$ cat src/afp_pkg.sv
// shared constants and types for the amplifier fault protection supervisor
package afp_pkg;

   // ---------------------------------------------------------------
   // clock and timing
   // ---------------------------------------------------------------
   localparam int unsigned AFP_CLK_KHZ = 125000;
   localparam int unsigned AFP_QUAL_TIME_MS = 200;
   localparam int unsigned AFP_UNMUTE_TIME_MS = 200;
   // least times, exact at this rate, so no rounding is lost
   localparam int unsigned AFP_QUAL_CYCLES = AFP_QUAL_TIME_MS * AFP_CLK_KHZ;
   localparam int unsigned AFP_UNMUTE_CYCLES = AFP_UNMUTE_TIME_MS * AFP_CLK_KHZ;
   localparam int unsigned AFP_CNT_W = 26;

   // ---------------------------------------------------------------
   // structure
   // ---------------------------------------------------------------
   localparam int unsigned AFP_NUM_CH = 2;
   localparam int unsigned AFP_NUM_RAIL = 2;
   localparam int unsigned AFP_RAIL_POS = 0;
   localparam int unsigned AFP_RAIL_NEG = 1;

   // ---------------------------------------------------------------
   // register map (byte addresses)
   // ---------------------------------------------------------------
   localparam int unsigned AFP_ADDR_W = 4;
   localparam logic [3:0] AFP_REG_CTRL = 4'h0;
   localparam logic [3:0] AFP_REG_STATUS = 4'h4;
   localparam logic [3:0] AFP_REG_IRQ_STAT = 4'h8;
   localparam logic [3:0] AFP_REG_IRQ_MASK = 4'hC;

   // control fields
   localparam int unsigned AFP_CTRL_SW_MUTE = 0;
   localparam logic AFP_CTRL_SW_MUTE_RST = 1'h0;

   // status fields
   localparam int unsigned AFP_ST_OC_LATCH = 0;
   localparam int unsigned AFP_ST_POS_FAULT = 1;
   localparam int unsigned AFP_ST_NEG_FAULT = 2;
   localparam int unsigned AFP_ST_OUT_EN = 3;
   localparam int unsigned AFP_ST_MUTE = 4;
   localparam int unsigned AFP_ST_UNMUTE_DONE = 5;
   localparam int unsigned AFP_ST_W = 6;

   // interrupt event fields
   localparam int unsigned AFP_EV_OC = 0;
   localparam int unsigned AFP_EV_RAIL_FAULT = 1;
   localparam int unsigned AFP_EV_RAIL_OK = 2;
   localparam int unsigned AFP_EV_OUT_ON = 3;
   localparam int unsigned AFP_EV_W = 4;
   localparam logic [3:0] AFP_IRQ_MASK_RST = 4'h0;

   // ---------------------------------------------------------------
   // types
   // ---------------------------------------------------------------
   typedef enum logic [1:0] {
      AFP_RAIL_MUTED,
      AFP_RAIL_RUN,
      AFP_RAIL_PENDING
   } afp_rail_e;

endpackage

$ cat src/afp_supervisor.sv
// amplifier fault protection supervisor top with avalon-mm registers
//
// Summary of operation
// - every high and low side transistor sense comparator can raise over-current
// - any over-current drops all gate drive of both channels at once
// - over-current stays latched until mute is toggled or power cycles
// - either rail outside its limits disables both channels' outputs
// - rail faults are not latched; outputs return automatically when rails recover
// - each rail has separate trip and restart points; power-up waits for restart
// - a rail must stay out of range beyond the qualification time to mute
// - mute high disables all outputs, low permits operation, on top of faults
// - after mute falls, outputs wait the un-mute delay before enabling
// - fault indicator is high while any protection fault keeps outputs off
//
// Local design decisions: the register offsets and the Avalon-MM slave port.
`timescale 1ns/1ps
`default_nettype none
module afp_supervisor #(
   parameter int unsigned NUM_CH = afp_pkg::AFP_NUM_CH,
   parameter int unsigned QUAL_CYCLES = afp_pkg::AFP_QUAL_CYCLES,
   parameter int unsigned UNMUTE_CYCLES = afp_pkg::AFP_UNMUTE_CYCLES
) (
   input wire logic clk,
   input wire logic srst,
   // over-current comparator results, one per transistor
   input wire logic [NUM_CH-1:0] high_side_overcurrent,
   input wire logic [NUM_CH-1:0] low_side_overcurrent,
   // rail comparator results: outside trip point / inside restart point
   input wire logic [afp_pkg::AFP_NUM_RAIL-1:0] rail_tripped,
   input wire logic [afp_pkg::AFP_NUM_RAIL-1:0] rail_restart_ok,
   input wire logic mute,
   output logic [NUM_CH-1:0] high_side_gate_en,
   output logic [NUM_CH-1:0] low_side_gate_en,
   output logic fault_indicator,
   output logic irq,
   // avalon-mm slave
   input wire logic [afp_pkg::AFP_ADDR_W-1:0] avs_address,
   input wire logic avs_read,
   input wire logic avs_write,
   input wire logic [31:0] avs_writedata,
   input wire logic [3:0] avs_byteenable,
   output logic [31:0] avs_readdata,
   output logic avs_waitrequest
);
   import afp_pkg::*;

   // ---------------------------------------------------------------
   // declarations
   // ---------------------------------------------------------------
   logic oc_now;
   logic oc_latch_q;
   logic mute_eff;
   logic mute_prev_q;
   logic sw_mute_q;
   logic [AFP_CNT_W-1:0] unmute_cnt_q;
   logic unmute_done_q;
   logic [AFP_NUM_RAIL-1:0] rail_fault;
   logic [AFP_NUM_RAIL-1:0] rail_fault_prev_q;
   logic any_rail_fault;
   logic out_off;
   logic out_en_q;
   logic [AFP_EV_W-1:0] irq_stat_q;
   logic [AFP_EV_W-1:0] irq_mask_q;
   logic [AFP_EV_W-1:0] events;
   logic [AFP_ST_W-1:0] status_w;
   logic req;
   logic done;
   logic wr_done;
   logic rd_done;
   logic [31:0] rd_mux;

   // ---------------------------------------------------------------
   // over-current detection and latch
   // ---------------------------------------------------------------
   // any single transistor's sense comparator counts
   assign oc_now = |high_side_overcurrent | |low_side_overcurrent;

   assign mute_eff = mute | sw_mute_q;

   // a new trip wins over a clear in the same cycle, so no event is lost;
   // the latch is dropped by mute, not by the cause going away
   always_ff @(posedge clk) begin
      if (srst) begin
         oc_latch_q <= 1'b0;
      end else if (oc_now) begin
         oc_latch_q <= 1'b1;
      end else if (mute_eff) begin
         oc_latch_q <= 1'b0;
      end
   end

   always_ff @(posedge clk) begin
      if (srst) begin
         mute_prev_q <= 1'b0;
      end else begin
         mute_prev_q <= mute_eff;
      end
   end

   // ---------------------------------------------------------------
   // un-mute delay
   // ---------------------------------------------------------------
   // counts from mute release (and from reset release) before restart
   always_ff @(posedge clk) begin
      if (srst) begin
         unmute_cnt_q <= '0;
         unmute_done_q <= 1'b0;
      end else if (mute_eff) begin
         unmute_cnt_q <= '0;
         unmute_done_q <= 1'b0;
      end else if (unmute_cnt_q >= AFP_CNT_W'(UNMUTE_CYCLES)) begin
         unmute_done_q <= 1'b1;
      end else begin
         unmute_cnt_q <= unmute_cnt_q + AFP_CNT_W'(1);
      end
   end

   // ---------------------------------------------------------------
   // rail supervision
   // ---------------------------------------------------------------
   genvar gi;
   generate
      for (gi = 0; gi < AFP_NUM_RAIL; gi++) begin : g_rail
         afp_rail_qual #(
            .QUAL_CYCLES(QUAL_CYCLES)
         ) u_rail (
            .clk(clk),
            .srst(srst),
            .rail_tripped(rail_tripped[gi]),
            .rail_restart_ok(rail_restart_ok[gi]),
            .rail_fault_q(rail_fault[gi])
         );
      end
   endgenerate

   assign any_rail_fault = |rail_fault;

   always_ff @(posedge clk) begin
      if (srst) begin
         rail_fault_prev_q <= {AFP_NUM_RAIL{1'b1}};
      end else begin
         rail_fault_prev_q <= rail_fault;
      end
   end

   // ---------------------------------------------------------------
   // output stage enables
   // ---------------------------------------------------------------
   // the live comparator term makes shutdown reach the pins on the next
   // edge rather than waiting a further cycle for the latch
   assign out_off = oc_now | oc_latch_q | any_rail_fault | mute_eff |
      !unmute_done_q;

   always_ff @(posedge clk) begin
      if (srst) begin
         out_en_q <= 1'b0;
         high_side_gate_en <= '0;
         low_side_gate_en <= '0;
      end else begin
         out_en_q <= !out_off;
         high_side_gate_en <= {NUM_CH{!out_off}};
         low_side_gate_en <= {NUM_CH{!out_off}};
      end
   end

   always_ff @(posedge clk) begin
      if (srst) begin
         fault_indicator <= 1'b1;
      end else begin
         fault_indicator <= oc_now | oc_latch_q | any_rail_fault;
      end
   end

   // ---------------------------------------------------------------
   // events and interrupt
   // ---------------------------------------------------------------
   always_comb begin
      events = '0;
      events[AFP_EV_OC] = oc_now & !oc_latch_q;
      events[AFP_EV_RAIL_FAULT] = |(rail_fault & ~rail_fault_prev_q);
      events[AFP_EV_RAIL_OK] = |(~rail_fault & rail_fault_prev_q);
      events[AFP_EV_OUT_ON] = !out_off & !out_en_q;
   end

   // read of the interrupt status register clears it, but a new event still sets
   always_ff @(posedge clk) begin
      if (srst) begin
         irq_stat_q <= '0;
      end else if (rd_done && avs_address == AFP_REG_IRQ_STAT) begin
         irq_stat_q <= events;
      end else begin
         irq_stat_q <= irq_stat_q | events;
      end
   end

   always_ff @(posedge clk) begin
      if (srst) begin
         irq <= 1'b0;
      end else begin
         irq <= |(irq_stat_q & irq_mask_q);
      end
   end

   // ---------------------------------------------------------------
   // register bus
   // ---------------------------------------------------------------
   // one wait cycle per access: the read data is registered first,
   // then waitrequest falls for exactly one cycle
   assign req = avs_read | avs_write;
   assign done = req & !avs_waitrequest;
   assign wr_done = done & avs_write;
   assign rd_done = done & avs_read;

   always_ff @(posedge clk) begin
      if (srst) begin
         avs_waitrequest <= 1'b1;
      end else begin
         avs_waitrequest <= !(req && avs_waitrequest);
      end
   end

   always_ff @(posedge clk) begin
      if (srst) begin
         sw_mute_q <= AFP_CTRL_SW_MUTE_RST;
      end else if (wr_done && avs_address == AFP_REG_CTRL && avs_byteenable[0]) begin
         sw_mute_q <= avs_writedata[AFP_CTRL_SW_MUTE];
      end
   end

   always_ff @(posedge clk) begin
      if (srst) begin
         irq_mask_q <= AFP_IRQ_MASK_RST;
      end else if (wr_done && avs_address == AFP_REG_IRQ_MASK && avs_byteenable[0]) begin
         irq_mask_q <= avs_writedata[AFP_EV_W-1:0];
      end
   end

   always_comb begin
      status_w = '0;
      status_w[AFP_ST_OC_LATCH] = oc_latch_q;
      status_w[AFP_ST_POS_FAULT] = rail_fault[AFP_RAIL_POS];
      status_w[AFP_ST_NEG_FAULT] = rail_fault[AFP_RAIL_NEG];
      status_w[AFP_ST_OUT_EN] = out_en_q;
      status_w[AFP_ST_MUTE] = mute_eff;
      status_w[AFP_ST_UNMUTE_DONE] = unmute_done_q;
   end

   // unmapped addresses read as zero and ignore writes
   always_comb begin
      rd_mux = '0;
      unique case (avs_address)
         AFP_REG_CTRL: rd_mux[AFP_CTRL_SW_MUTE] = sw_mute_q;
         AFP_REG_STATUS: rd_mux[AFP_ST_W-1:0] = status_w;
         AFP_REG_IRQ_STAT: rd_mux[AFP_EV_W-1:0] = irq_stat_q;
         AFP_REG_IRQ_MASK: rd_mux[AFP_EV_W-1:0] = irq_mask_q;
         default: rd_mux = '0;
      endcase
   end

   always_ff @(posedge clk) begin
      if (srst) begin
         avs_readdata <= '0;
      end else if (avs_read && avs_waitrequest) begin
         avs_readdata <= rd_mux;
      end
   end

endmodule
`default_nettype wire

$ cat src/afp_rail_qual.sv
// supply rail supervisor: qualification timer and hysteresis restart
`timescale 1ns/1ps
`default_nettype none
module afp_rail_qual #(
   parameter int unsigned QUAL_CYCLES = afp_pkg::AFP_QUAL_CYCLES
) (
   input wire logic clk,
   input wire logic srst,
   input wire logic rail_tripped,
   input wire logic rail_restart_ok,
   output logic rail_fault_q
);
   import afp_pkg::*;

   afp_rail_e state_q;
   logic [AFP_CNT_W-1:0] cnt_q;

   // ---------------------------------------------------------------
   // state
   // ---------------------------------------------------------------
   // power-up starts muted: a rail sitting in the band never restarts
   always_ff @(posedge clk) begin
      if (srst) begin
         state_q <= AFP_RAIL_MUTED;
         cnt_q <= '0;
      end else begin
         unique case (state_q)
            AFP_RAIL_RUN: begin
               cnt_q <= '0;
               if (rail_tripped) begin
                  state_q <= AFP_RAIL_PENDING;
               end
            end
            AFP_RAIL_PENDING: begin
               // any return inside the range drops the excursion
               if (!rail_tripped) begin
                  state_q <= AFP_RAIL_RUN;
               end else if (cnt_q >= AFP_CNT_W'(QUAL_CYCLES)) begin
                  state_q <= AFP_RAIL_MUTED;
               end else begin
                  cnt_q <= cnt_q + AFP_CNT_W'(1);
               end
            end
            AFP_RAIL_MUTED: begin
               cnt_q <= '0;
               if (rail_restart_ok && !rail_tripped) begin
                  state_q <= AFP_RAIL_RUN;
               end
            end
            default: begin
               state_q <= AFP_RAIL_MUTED;
            end
         endcase
      end
   end

   always_ff @(posedge clk) begin
      if (srst) begin
         rail_fault_q <= 1'b1;
      end else begin
         rail_fault_q <= (state_q == AFP_RAIL_MUTED) ||
            (state_q == AFP_RAIL_PENDING && rail_tripped &&
             cnt_q >= AFP_CNT_W'(QUAL_CYCLES));
      end
   end

endmodule
`default_nettype wire

$ cat config.mk
export PLATFORM = sky130hd
export DESIGN_NAME = afp_supervisor
export DESIGN_NICKNAME = d
export VERILOG_FILES = /design/src/afp_pkg.sv /design/src/afp_supervisor.sv /design/src/afp_rail_qual.sv
export SDC_FILE = /design/constraint.sdc
export NUM_CORES = 1
export LEC_CHECK = 0
export ABC_AREA = 0
export BUFFER_PORTS_ARGS = -buffer_cell sky130_fd_sc_hd__clkbuf_2
export CAP_MARGIN = 20
export CORE_ASPECT_RATIO = 0.9
export CORE_MARGIN = 1
export CORE_UTILIZATION = 42
export DETAILED_ROUTE_END_ITERATION = 10
export PLACE_DENSITY = 0.66
export SLEW_MARGIN = 30
export SYNTH_ARGS = -nofsm -noshare
export SYNTH_HDL_FRONTEND = slang
export SYNTH_SLANG_ARGS = --single-unit
$ cat constraint.sdc
create_clock -name clk -period 3 [get_ports clk]
set_input_delay 0.15 -clock clk [delete_from_list [all_inputs] [get_ports clk]]
set_output_delay 0.15 -clock clk [all_outputs]
set_load 0.01 [all_outputs]
Word-level counts from Yosys, hierarchy flattened --
Cells that the tools add are included.
Operators by class: $add $sub $neg 3, $lt $le $gt $ge 3, eq/ne operators 17, multiplexer cells 22, bitwise gates (word level) 18, reduce and logical (&&, ||, !) cells 42
Operators with widths (count):
- 2-to-1 mux 26 bit | 4
- one-hot mux 26 bit (2 select lines) | 2
- adder 26 x 1 -> 26 bit, second input constant | 3
- >= comparator 26 x 25 -> 1 bit, second input constant | 3
- 2-to-1 mux 2 bit | 9
- OR reduction 2 bit | 8
- logical AND 1 bit | 13
- != test 2 bit, second input constant | 6
- one-hot mux 2 bit (3 select lines) | 2
- AND reduction 3 bit | 4
- one-hot mux 3 bit (3 select lines) | 1
- equality test 4 bit, second input constant | 2
- logical NOT 1 bit | 8
- OR 1 bit | 7
- != test 3 bit, second input constant | 2
- nonzero test 2 bit | 3
- bitwise AND 1 bit | 5
- bitwise AND 2 bit | 2
- bitwise AND 4 bit | 1
- equality test 2 x 1 -> 1 bit, second input constant | 2
- equality test 2 bit, second input constant | 2
- equality test 4 x 3 -> 1 bit, second input constant | 1
- logical NOT 2 bit | 2
- logical NOT 4 bit | 1
- other kinds (8) | 12
Storage, ports and cells: flip-flop bits (word level) 108, input port bits 53, output and inout port bits 39, word-level logic and storage cells 124

Logic depth before layout (Yosys ltp) --
Gate-level depths: netlist of run 1.
word-level depth 10, mapped depth 8, depth with buffers taken out 7

Modules after synthesis --
Synthesis of run 1 repeated with hierarchy kept, for this count alone.
Unflattened totals: cells, all modules 689, area total of the unflattened synthesis 5693.0 um^2
By module, submodules not included:
- afp_rail_qual | instances 2, cells each 198, area an instance 1602.8 um^2, sequential area each 580.6 um^2
- afp_supervisor | instances 1, cells each 293, area an instance 2487.4 um^2, sequential area each 980.9 um^2

Least setup slack after synthesis of run 1 --
OpenSTA, ideal clock, no wires.
path kind reg-to-reg, from register g_rail[1].u_rail.cnt_q[24], to register g_rail[1].u_rail.cnt_q[21], setup time 70 ps, arrival time 2080 ps, data required time 2930 ps, path slack 850 ps, cell stages (with the launch flop) 8, buffers on the path 1, period minus slack after synthesis 2150 ps, path through dfxtp_1 > a21o_1 > or3b_1 > buf_6 > or2_4 > or2_4 > or4_1 > a21oi_1
Between the ends: word-level cells in the longest chain between the ends 3
Ends and longest elaborated chain:
- from (decl) | line afp_rail_qual.sv:16 | logic [AFP_CNT_W-1:0] cnt_q;
- from (signal assigned) | line afp_rail_qual.sv:41 | cnt_q <= cnt_q + AFP_CNT_W'(1);
- >= comparator 26 x 25 -> 1 bit | line afp_rail_qual.sv:38 | end else if (cnt_q >= AFP_CNT_W'(QUAL_CYCLES)) begin
- != test 2 bit (no source line)
- AND reduction 3 bit (no source line)
Every way passes these cells. A chain may end at the register's enable or synchronous reset.

Final worst setup path of run 1 --
Same ends and word-level chain as after synthesis.

==> flow_metrics.env, run 1 <==
export IMPL_max_freq_ghz=0.420
export IMPL_cts_htree_levels=3
export IMPL_ys_async_sr_fraction=0
export IMPL_synth_mux_area_frac=0.0202
export IMPL_worst_pin_slew_ns=0.790
export IMPL_wl_per_cell_um=12.3
export IMPL_leakage_nw=1.93
export IMPL_cts_sinks=107
export IMPL_via_per_inst=5.26
export IMPL_cap_violations=0
export IMPL_synth_edf_count=0
export IMPL_fin_util=0.484
export IMPL_hpwl_um=7050
export IMPL_syn_instance_count=614
export IMPL_cts_hold_buffers=0
export IMPL_gr_total_overflow=0
export IMPL_clk_pin_slew_worst_paths_ns=0.07
export IMPL_finish_net_count=701
export IMPL_ys_seq_area_frac=0.417
export IMPL_worstHoldStart="rail_tripped[1]"
export IMPL_cts_made_buffers=9
export IMPL_grt_pass1_vias=3797
export IMPL_core_um2=11700
export IMPL_r2r_cells=6
export IMPL_synth_top_family_by_area="simple AND/OR/NAND/NOR gates"
export IMPL_ir_drop_uv=310
export IMPL_ys_seq_elements=107
export IMPL_setup_viol=0
export IMPL_cp_start_kind="register"
export IMPL_crit_fanout=14
export IMPL_synthAdderAreaFrac=0.0146
export IMPL_r2r_start="g_rail[1].u_rail.cnt_q[24]"
export IMPL_yosys_area_share_simple=0.280
export IMPL_hold_viol=0
export IMPL_pre_cts_slack_ns=0.630
export IMPL_rows=37
export IMPL_die_area_um2=12700
export IMPL_period_share=0.794
export IMPL_grt_first_pass_wirelength_um=17300
export IMPL_min_to="g_rail[1].u_rail.state_q[0]"
export IMPL_ant_nets=0
export IMPL_gp_congestion=0.793
export IMPL_slew_violations=0
export IMPL_num_vias=4222
export IMPL_synth_warnings=0
export IMPL_fin_total_pwr_mw=2.78
export IMPL_grt_usage=0.165
export IMPL_status="completed"
export IMPL_powerDensity_nw_per_um2=491
export IMPL_start_util=0.441
export IMPL_rsz0062_at_grt="no"
export IMPL_relSlewSlack=0.472
export IMPL_antenna_found_initial=0
export IMPL_arrival_ns=2.64
export IMPL_setup_ws_ns=0.617
export IMPL_die_w_um=119
export IMPL_post_cts_buffers=0
export IMPL_final_cell_mix="dfxtp_1, nor2_1, nand2_1"
export IMPL_r2r_end="g_rail[1].u_rail.cnt_q[21]"
export IMPL_drt_wl_total_um=9910
export IMPL_layout_commonest_cell="dfxtp_1"
export IMPL_netlist_area_um2=5140
export IMPL_synth_flop_cell="dfxtp_1"
export IMPL_whs_path_depth=2
export IMPL_die_height_um=107
export IMPL_drtIter0Drc=304
export IMPL_ys_types=61
export IMPL_io_pins=92
export IMPL_port_buffers=34
export IMPL_clock_latency_ns=0.34
export IMPL_setup_worst_path_class="register to register"
export IMPL_drive_gt1_frac=0.0989
export IMPL_reg2reg_slack_ns=0.62
export IMPL_drtPass1Iterations=5
export IMPL_cts_root_buf="clkbuf_16"
export IMPL_syn_to_final_growth_pct=9.96
export IMPL_hold_path_class="input port to register"
export IMPL_synth_xor_area_frac=0.0971
export IMPL_grt_start_max_net_pins=25
export IMPL_clockBufferDepth=2
export IMPL_cts_resized=0
export IMPL_period_minus_slack_ns=2.38
export IMPL_drc_errors=0
export IMPL_skew_ns=0.00773
export IMPL_hold_ws_ns=0.0302
export IMPL_syn_avg_cell_area_um2=8.37
export IMPL_end_kind="register"
export IMPL_synth_compound_area_frac=0.0976
export IMPL_cp_data_required_time_ns=3.26
export IMPL_setup_tns_ns=0
export IMPL_diodes=0
export IMPL_cts_tree="built"
==> kinds of logic after synthesis <==
kind of cell    count (synthesis)
simple gates                  292
xor+xnor                       57
other cells                     1
mux                             9
fa+ha+maj                       6
compound gates                 75
flops                         107
buf+inv                        67
==> metal layers <==
layer | vias up | global-route usage | wire [um]
met5 | - | 0 | 0
met4 | 0 | 0.0597 | 104
met3 | 8 | 0.0303 | 436
met2 | 106 | 0.272 | 4540
met1 | 1964 | 0.215 | 4830
li1 | 2144 | - | -
==> through the flow <==
stage / area (um2) / instances
after detailed placement: 5340 / 787
after global routing: 5650 / 803
after CTS: 5650 / 803
after global placement: 5340 / 787
final: 5650 / 803
after floorplan: 5230 / 639
==> worst max path at each step <==
stage | slack (ns) | endpoint | startpoint
finish | 0.62 | g_rail[1].u_rail.cnt_q[21] | g_rail[1].u_rail.cnt_q[24]
CTS | 0.62 | g_rail[1].u_rail.cnt_q[21] | g_rail[1].u_rail.cnt_q[24]
global placement | 0.64 | g_rail[1].u_rail.cnt_q[21] | g_rail[1].u_rail.cnt_q[24]
detailed placement | 0.63 | g_rail[1].u_rail.cnt_q[21] | g_rail[1].u_rail.cnt_q[24]
floorplan | 0.85 | g_rail[1].u_rail.cnt_q[21] | g_rail[1].u_rail.cnt_q[24]
global route | 0.48 | unmute_cnt_q[7] | unmute_cnt_q[11]
==> synthesized netlist by cell type (all sizes together), types with 2 or more instances <==
cell | instances | area (um2)
buf | 33 | 245
nand2 | 55 | 206
xnor2 | 41 | 359
nand4 | 24 | 150
a31o | 3 | 26.3
inv | 18 | 67.6
o2111ai | 2 | 17.5
nor4 | 12 | 75.1
or3 | 8 | 50.1
a32o | 2 | 20.0
xor2 | 16 | 140
nor4b | 4 | 35.0
nand3 | 22 | 110
ha | 6 | 75.1
and4 | 4 | 35.0
a22o | 3 | 26.3
nor3b | 2 | 15.0
clkbuf | 15 | 56.3
a21o | 2 | 15.0
nand2b | 3 | 18.8
a31oi | 2 | 12.5
nor3 | 35 | 175
a2111oi | 3 | 27.5
and3 | 7 | 43.8
or2 | 2 | 17.5
a21oi | 20 | 100
a22oi | 7 | 52.6
and2 | 5 | 31.3
nor2b | 5 | 31.3
o21ai | 16 | 80.1
o211ai | 4 | 30.0
o31ai | 3 | 27.5
dfxtp | 107 | 2140
or4 | 4 | 30.0
mux2i | 7 | 70.1
nor2 | 93 | 349
==> registers in the layout, summed over array words and instances, names as in the netlist <==
register                    cells
irq_mask_q                      4
irq_stat_q                      4
g_rail.u_rail.rail_fault_q      2
unmute_cnt_q                   26
sw_mute_q                       1
avs_waitrequest                 1
oc_latch_q                      1
fault_indicator                 1
avs_readdata                    6
irq                             1
rail_fault_prev_q               2
unmute_done_q                   1
g_rail.u_rail.state_q           4
g_rail.u_rail.cnt_q            52
out_en_q                        1
==> layout make-up <==
| class | count | area, um2 |
|---|---|---|
| clock buffer | 10 | 229 |
| timing repair buffer | 40 | 215 |
| sequential | 107 | 2140 |
| tap | 156 | 195 |
| inverter | 19 | 71.3 |
| clock inverter | 6 | 80.1 |
| fill | 1115 | 6010 |
| multi-input combinational | 465 | 2720 |
==> report_power, final <==
part           total, mW  switching [mW]  internal (mW)
Clock               1.23           0.505          0.726
Sequential          1.44          0.0111           1.43
Combinational      0.102          0.0668         0.0350
==> critical path, stage by stage (launching register included) <==
cell and delay, ns:
dfxtp_1 0.32, a21o_1 0.19, or3b_1 0.53, or2_4 0.36, or2_4 0.26, or4_1 0.50
a21oi_1 0.14
Note: power is estimated with default switching activity, not from simulation.
==> run 2, diff against run 1 <==
--- a/config.mk
+++ b/config.mk
@@ -12,7 +12,7 @@
 export CORE_MARGIN = 1
 export CORE_UTILIZATION = 42
 export DETAILED_ROUTE_END_ITERATION = 10
-export PLACE_DENSITY = 0.66
+export PLACE_DENSITY = 0.68
 export SLEW_MARGIN = 30
 export SYNTH_ARGS = -nofsm -noshare
 export SYNTH_HDL_FRONTEND = slang
==> constraint.sdc (replaced) <==
create_clock -name clk -period 1.9 [get_ports clk]
set_input_delay 0.095 -clock clk [delete_from_list [all_inputs] [get_ports clk]]
set_output_delay 0.095 -clock clk [all_outputs]
set_load 0.01 [all_outputs]
==> run 2 against run 1 <==
Compared with the run above: the run now ends with negative setup slack left; utilization grew 8.1 points; clock skew barely moved; count of clock-buffer cells in the layout increased by 1; sequential power rose by 58%; die area unchanged; clock power rose by 47%; routed wire length rose by 22%; power increased by 54%; sequential share of layout area shrank 5.1 points.
==> flow_metrics.env, run 2 (synthesized netlist as in run 1, its figures left out) <==
export IMPL_status="finished with violations"
export IMPL_violations="negative setup slack"
export IMPL_hold_ws_ns=0.0160
export IMPL_slowest_delay_ns=0.49
export IMPL_max_freq_ghz=0.488
export IMPL_top_regs="g_rail.u_rail.cnt_q: 52 flops, unmute_cnt_q: 26 flops, avs_readdata: 6 flops"
export IMPL_start_util=0.441
export IMPL_final_cell_mix="dfxtp_1, nor2_1, buf_4"
export IMPL_end_kind="register"
export IMPL_core_um2=11700
export IMPL_drtIter0Drc=289
export IMPL_switching_share=0.233
export IMPL_arrival_ns=2.33
export IMPL_finish_net_count=785
export IMPL_setup_worst_path_class="register to register"
export IMPL_cp_cell_sequence="a21o_1, or3b_4, or2_4, or2_4, or4_1, a21oi_1"
export IMPL_grt_pass1_vias=4367
export IMPL_cts_made_buffers=9
export IMPL_hold_viol=0
export IMPL_path_buf_inv=0
export IMPL_antenna_found_initial=0
export IMPL_grt_usage=0.190
export IMPL_worst_pin_slew_ns=0.548
export IMPL_leakage_nw=2.38
export IMPL_grt_start_max_net_pins=24
export IMPL_p_switching_mw=0.997
export IMPL_cts_tree="built"
export IMPL_fin_cells=887
export IMPL_cts_root_buf="clkbuf_16"
export IMPL_drc_errors=0
export IMPL_crit_path_start="g_rail[1].u_rail.cnt_q[23]"
export IMPL_layout_commonest_cell="dfxtp_1"
export IMPL_powerDensity_nw_per_um2=649
export IMPL_drt_wl_total_um=12100
export IMPL_largest_reg_flops=52
export IMPL_io_pins=92
export IMPL_setup_ws_ns=-0.151
export IMPL_setup_viol=13
export IMPL_syn_to_final_growth_pct=28.3
export IMPL_internal_power_mw=3.28
export IMPL_cts_htree_levels=3
export IMPL_cpMostUsedCell="or2_4"
export IMPL_drive_gt1_frac=0.257
export IMPL_skew_ns=0.00787
export IMPL_hpwl_um=8330
export IMPL_period_minus_slack_ns=2.05
export IMPL_crit_fanout=3
export IMPL_cp_start_kind="register"
export IMPL_port_buffers=34
export IMPL_rows=37
export IMPL_grt_first_pass_wirelength_um=19700
export IMPL_drtPass1Iterations=5
export IMPL_relSlewSlack=0.634
export IMPL_slowest_stage="or4_1"
export IMPL_combPwrFrac=0.045
export IMPL_gr_total_overflow=0
export IMPL_rsz0062_at_grt="yes"
export IMPL_cp_data_required_time_ns=2.18
export IMPL_die_height_um=107
export IMPL_num_vias=4639
export IMPL_die_area_um2=12700
export IMPL_slew_violations=0
export IMPL_via_per_inst=5.23
export IMPL_power_frac_clock=0.423
export IMPL_hold_path_class="input port to register"
export IMPL_seqPwrFrac=0.532
export IMPL_dp_cells=851
export IMPL_clockBufferDepth=2
export IMPL_cap_violations=0
export IMPL_fin_util=0.565
export IMPL_clock_latency_ns=0.35
export IMPL_r2r_start="g_rail[1].u_rail.cnt_q[23]"
export IMPL_gp_congestion=0.853
export IMPL_ir_drop_uv=409
export IMPL_period_share=1.08
export IMPL_wl_per_cell_um=13.6
export IMPL_clk_pin_slew_worst_paths_ns=0.07
export IMPL_cp_top_family="simple AND/OR/NAND/NOR gates"
export IMPL_ant_nets=0
export IMPL_diodes=0
export IMPL_die_w_um=119
export IMPL_registers_top_by_ff_count="g_rail.u_rail.cnt_q"
export IMPL_worstHoldStart="avs_writedata[0]"
export IMPL_cts_sinks=107
run 2: through the flow:
| stage | setup slack [ns] | power (mW) | instance area [um2] | TNS, ns |
|---|---|---|---|---|
| after global routing | -0.203 | 4.45 | 6600 | -2.29 |
| after global placement | -0.0815 | 2.50 | 5900 | -0.374 |
| after detailed placement | -0.144 | 2.50 | 5900 | -1.09 |
| after CTS | -0.134 | 4.32 | 6370 | -0.643 |
| final | -0.151 | 4.28 | 6600 | -0.868 |
| after floorplan | -0.211 | 2.48 | 5310 | -0.710 |
run 2: power groups by stage:
| stage | logic (mW) | clock network, mW | registers, mW |
|---|---|---|---|
| global placement | 0.170 | 0 | 2.33 |
| floorplan | 0.150 | 0 | 2.33 |
| global route | 0.214 | 1.96 | 2.28 |
| detailed placement | 0.175 | 0 | 2.33 |
| finish | 0.193 | 1.81 | 2.27 |
| CTS | 0.191 | 1.86 | 2.27 |
run 2: worst paths after layout:
kind	depth (start not counted)	endpoint	slack, ns
max	6	g_rail[1].u_rail.cnt_q[21]	-0.15
min reg2reg	2	avs_readdata[4]	0.46
max reg2reg	6	g_rail[1].u_rail.cnt_q[21]	-0.15
min	3	sw_mute_q	0.02
run 2: timing repair:
item | 4_1_cts | 5_1_grt
endpoints found under the hold margin | 7 | 0
buffers inserted | 6 | 6
setup endpoints to repair | 27 | 51
gates resized for setup | 13 | 39
pin swaps | 9 | 13
hold buffers | 8 | 0
run 2: per-layer routing:
layer | part of all wire | track usage
met5 | 0 | 0
met4 | 0.018 | 0.0714
met3 | 0.048 | 0.0293
met2 | 0.48 | 0.326
met1 | 0.45 | 0.241
run 2: tightest hold or removal path, delay by kind of cell:
kind,cells,cell delay [ns]
buffers and inverters,1,0.10
AND/OR/NAND/NOR,1,0.07
multiplexers,1,0.06
run 2: cell type report:
type	count	area (um2)
Multi-Input combinational cell	465	3000
Timing Repair Buffer	124	877
Fill cell	1069	5070
Sequential cell	107	2160
Inverter	19	71.3
Clock buffer	11	243
Tap cell	156	195
Clock inverter	5	45.0
==> run 3, diff against run 2 <==
--- a/config.mk
+++ b/config.mk
@@ -5,14 +5,14 @@
 export SDC_FILE = /design/constraint.sdc
 export NUM_CORES = 1
 export LEC_CHECK = 0
-export ABC_AREA = 0
+export ABC_CLOCK_PERIOD_IN_PS = 1900
 export BUFFER_PORTS_ARGS = -buffer_cell sky130_fd_sc_hd__clkbuf_2
 export CAP_MARGIN = 20
 export CORE_ASPECT_RATIO = 0.9
 export CORE_MARGIN = 1
-export CORE_UTILIZATION = 42
+export CORE_UTILIZATION = 50
 export DETAILED_ROUTE_END_ITERATION = 10
-export PLACE_DENSITY = 0.68
+export PLACE_DENSITY = 0.79
 export SLEW_MARGIN = 30
 export SYNTH_ARGS = -nofsm -noshare
 export SYNTH_HDL_FRONTEND = slang
==> run 3 against run 2 <==
Compared with the run above: the run still ends with negative setup slack left; routed wire length up 2.7%; first-iteration DRC count down 2.1%; highest routed layer unchanged; register-to-register slack worse by 0.03 ns; clock power up 5%; combinational power down 2%; maximum frequency down 1.2%; utilization up 9.2 points; largest cell class unchanged; design area down 2.0%.
==> flow_metrics.env, run 3 (synthesized netlist as in run 1, its figures left out) <==
export IMPL_status="finished with violations"
export IMPL_violations="negative setup slack"
export IMPL_ir_drop_uv=510
export IMPL_cp_cell_sequence="a21o_1, or3b_4, or2_4, buf_4, and4bb_2, a31oi_1, a41o_1"
export IMPL_gp_congestion=0.854
export IMPL_end_kind="register"
export IMPL_cts_tree="built"
export IMPL_drtPass1Iterations=4
export IMPL_cp_data_required_time_ns=2.15
export IMPL_hold_path_class="input port to register"
export IMPL_layout_commonest_cell="dfxtp_1"
export IMPL_relSlewSlack=0.661
export IMPL_hold_ws_ns=0.00425
export IMPL_cts_htree_levels=3
export IMPL_drive_gt1_frac=0.242
export IMPL_syn_to_final_growth_pct=25.7
export IMPL_io_pins=92
export IMPL_grt_start_max_net_pins=24
export IMPL_grt_usage=0.226
export IMPL_hpwl_um=8080
export IMPL_die_w_um=109
export IMPL_seq_area_um2=2150
export IMPL_multi_input_area_um2=3000
export IMPL_slew_violations=0
export IMPL_setup_ws_ns=-0.176
export IMPL_die_area_um2=10700
export IMPL_drt_wl_total_um=12400
export IMPL_worstHoldStart="avs_writedata[2]"
export IMPL_fillCellCount=764
export IMPL_leakage_nw=2.31
export IMPL_core_um2=9830
export IMPL_diodes=0
export IMPL_clock_latency_ns=0.35
export IMPL_cap_violations=0
export IMPL_worst_pin_slew_ns=0.507
export IMPL_cts_root_buf="clkbuf_16"
export IMPL_antenna_found_initial=0
export IMPL_setup_worst_path_class="register to register"
export IMPL_finish_net_count=773
export IMPL_powerDensity_nw_per_um2=676
export IMPL_top_regs="g_rail.u_rail.cnt_q: 52 flops, unmute_cnt_q: 26 flops, avs_readdata: 6 flops"
export IMPL_cp_start_kind="register"
export IMPL_hold_viol=0
export IMPL_period_share=1.09
export IMPL_drtIter0Drc=283
export IMPL_slowest_delay_ns=0.37
export IMPL_drc_errors=0
export IMPL_slowest_stage="or3b_4"
export IMPL_cts_made_buffers=9
export IMPL_dpl_cell_area_um2=5830
export IMPL_via_per_inst=5.58
export IMPL_fin_area_um2=6460
export IMPL_grt_pass1_vias=4481
export IMPL_crit_path_start="g_rail[1].u_rail.cnt_q[23]"
export IMPL_largest_reg_flops=52
export IMPL_period_minus_slack_ns=2.08
export IMPL_setup_tns_ns=-0.797
export IMPL_port_buffers=34
export IMPL_cts_sinks=107
export IMPL_clk_pin_slew_worst_paths_ns=0.07
export IMPL_ant_nets=0
export IMPL_rows=34
export IMPL_crit_fanout=6
export IMPL_num_vias=4716
export IMPL_setup_viol=10
export IMPL_start_util=0.523
export IMPL_wl_per_cell_um=14.6
export IMPL_final_cell_mix="dfxtp_1, nor2_1, buf_4"
export IMPL_die_height_um=98.2
export IMPL_clockBufferDepth=2
export IMPL_arrival_ns=2.32
export IMPL_r2r_start="g_rail[1].u_rail.cnt_q[23]"
export IMPL_skew_ns=0.0106
export IMPL_registers_top_by_ff_count="g_rail.u_rail.cnt_q"
export IMPL_max_freq_ghz=0.482
export IMPL_rsz0062_at_grt="yes"
export IMPL_grt_first_pass_wirelength_um=19500
export IMPL_gr_total_overflow=0
run 3: cell types whose count changed in the layout (fill, tap and decap cells not counted), sizes merged:
cell	change
buf	-9
clkinvlp	-1
bufinv	+1
dlygate4sd3	-3
clkinv	+1
clkbuf	-1
run 3: final timing paths:
kind | cells after the start | slack [ns] | endpoint
min | 3 | 0.004 | irq_mask_q[2]
max | 7 | -0.18 | g_rail[1].u_rail.cnt_q[14]
min reg2reg | 2 | 0.47 | avs_readdata[4]
max reg2reg | 7 | -0.18 | g_rail[1].u_rail.cnt_q[14]
run 3: area by class of cell:
| class | instances | area share |
|---|---|---|
| Clock buffer | 10 | 0.0354 |
| Clock inverter | 6 | 0.0108 |
| Inverter | 19 | 0.0110 |
| Multi-Input combinational cell | 465 | 0.465 |
| Sequential cell | 107 | 0.333 |
| Tap cell | 126 | 0.0244 |
| Timing Repair Buffer | 112 | 0.120 |
run 3: critical path: cells and delay by family (launching register included):
| kind | cells | cell delay, ns |
|---|---|---|
| buffers and inverters | 1 | 0.17 |
| flip-flops | 1 | 0.33 |
| AND/OR/NAND/NOR | 3 | 0.96 |
| AO/OA/AOI/OAI | 3 | 0.51 |
run 3: timing repair:
| action | in CTS | in global routing |
|---|---|---|
| setup endpoints to repair | 16 | 42 |
| buffers inserted | 5 | 2 |
| hold endpoints to repair | 4 | 0 |
| resized for setup | 8 | 36 |
| pin swaps | 7 | 11 |
| hold buffers | 5 | 0 |
run 3: metrics by stage:
stage	worst slack (ns)	instances	util	power, mW
global route	-0.224	845	0.657	4.51
CTS	-0.141	843	0.637	4.39
floorplan	-0.211	639	-	2.48
detailed placement	-0.128	817	0.593	2.50
global placement	-0.104	817	0.593	2.50
finish	-0.176	845	0.657	4.37
run 3: power by group:
group          switching (mW)  internal [mW]
Combinational           0.116         0.0732
Clock                   0.867           1.04
Sequential             0.0176           2.26
Total                    1.00           3.37
run 3: metal layers:
metal,part of all wire,vias up,global-route usage
li1,-,2296,-
met1,0.43,2237,0.279
met2,0.50,166,0.382
met3,0.053,17,0.0481
met4,0.015,0,0.0852
met5,0,-,0
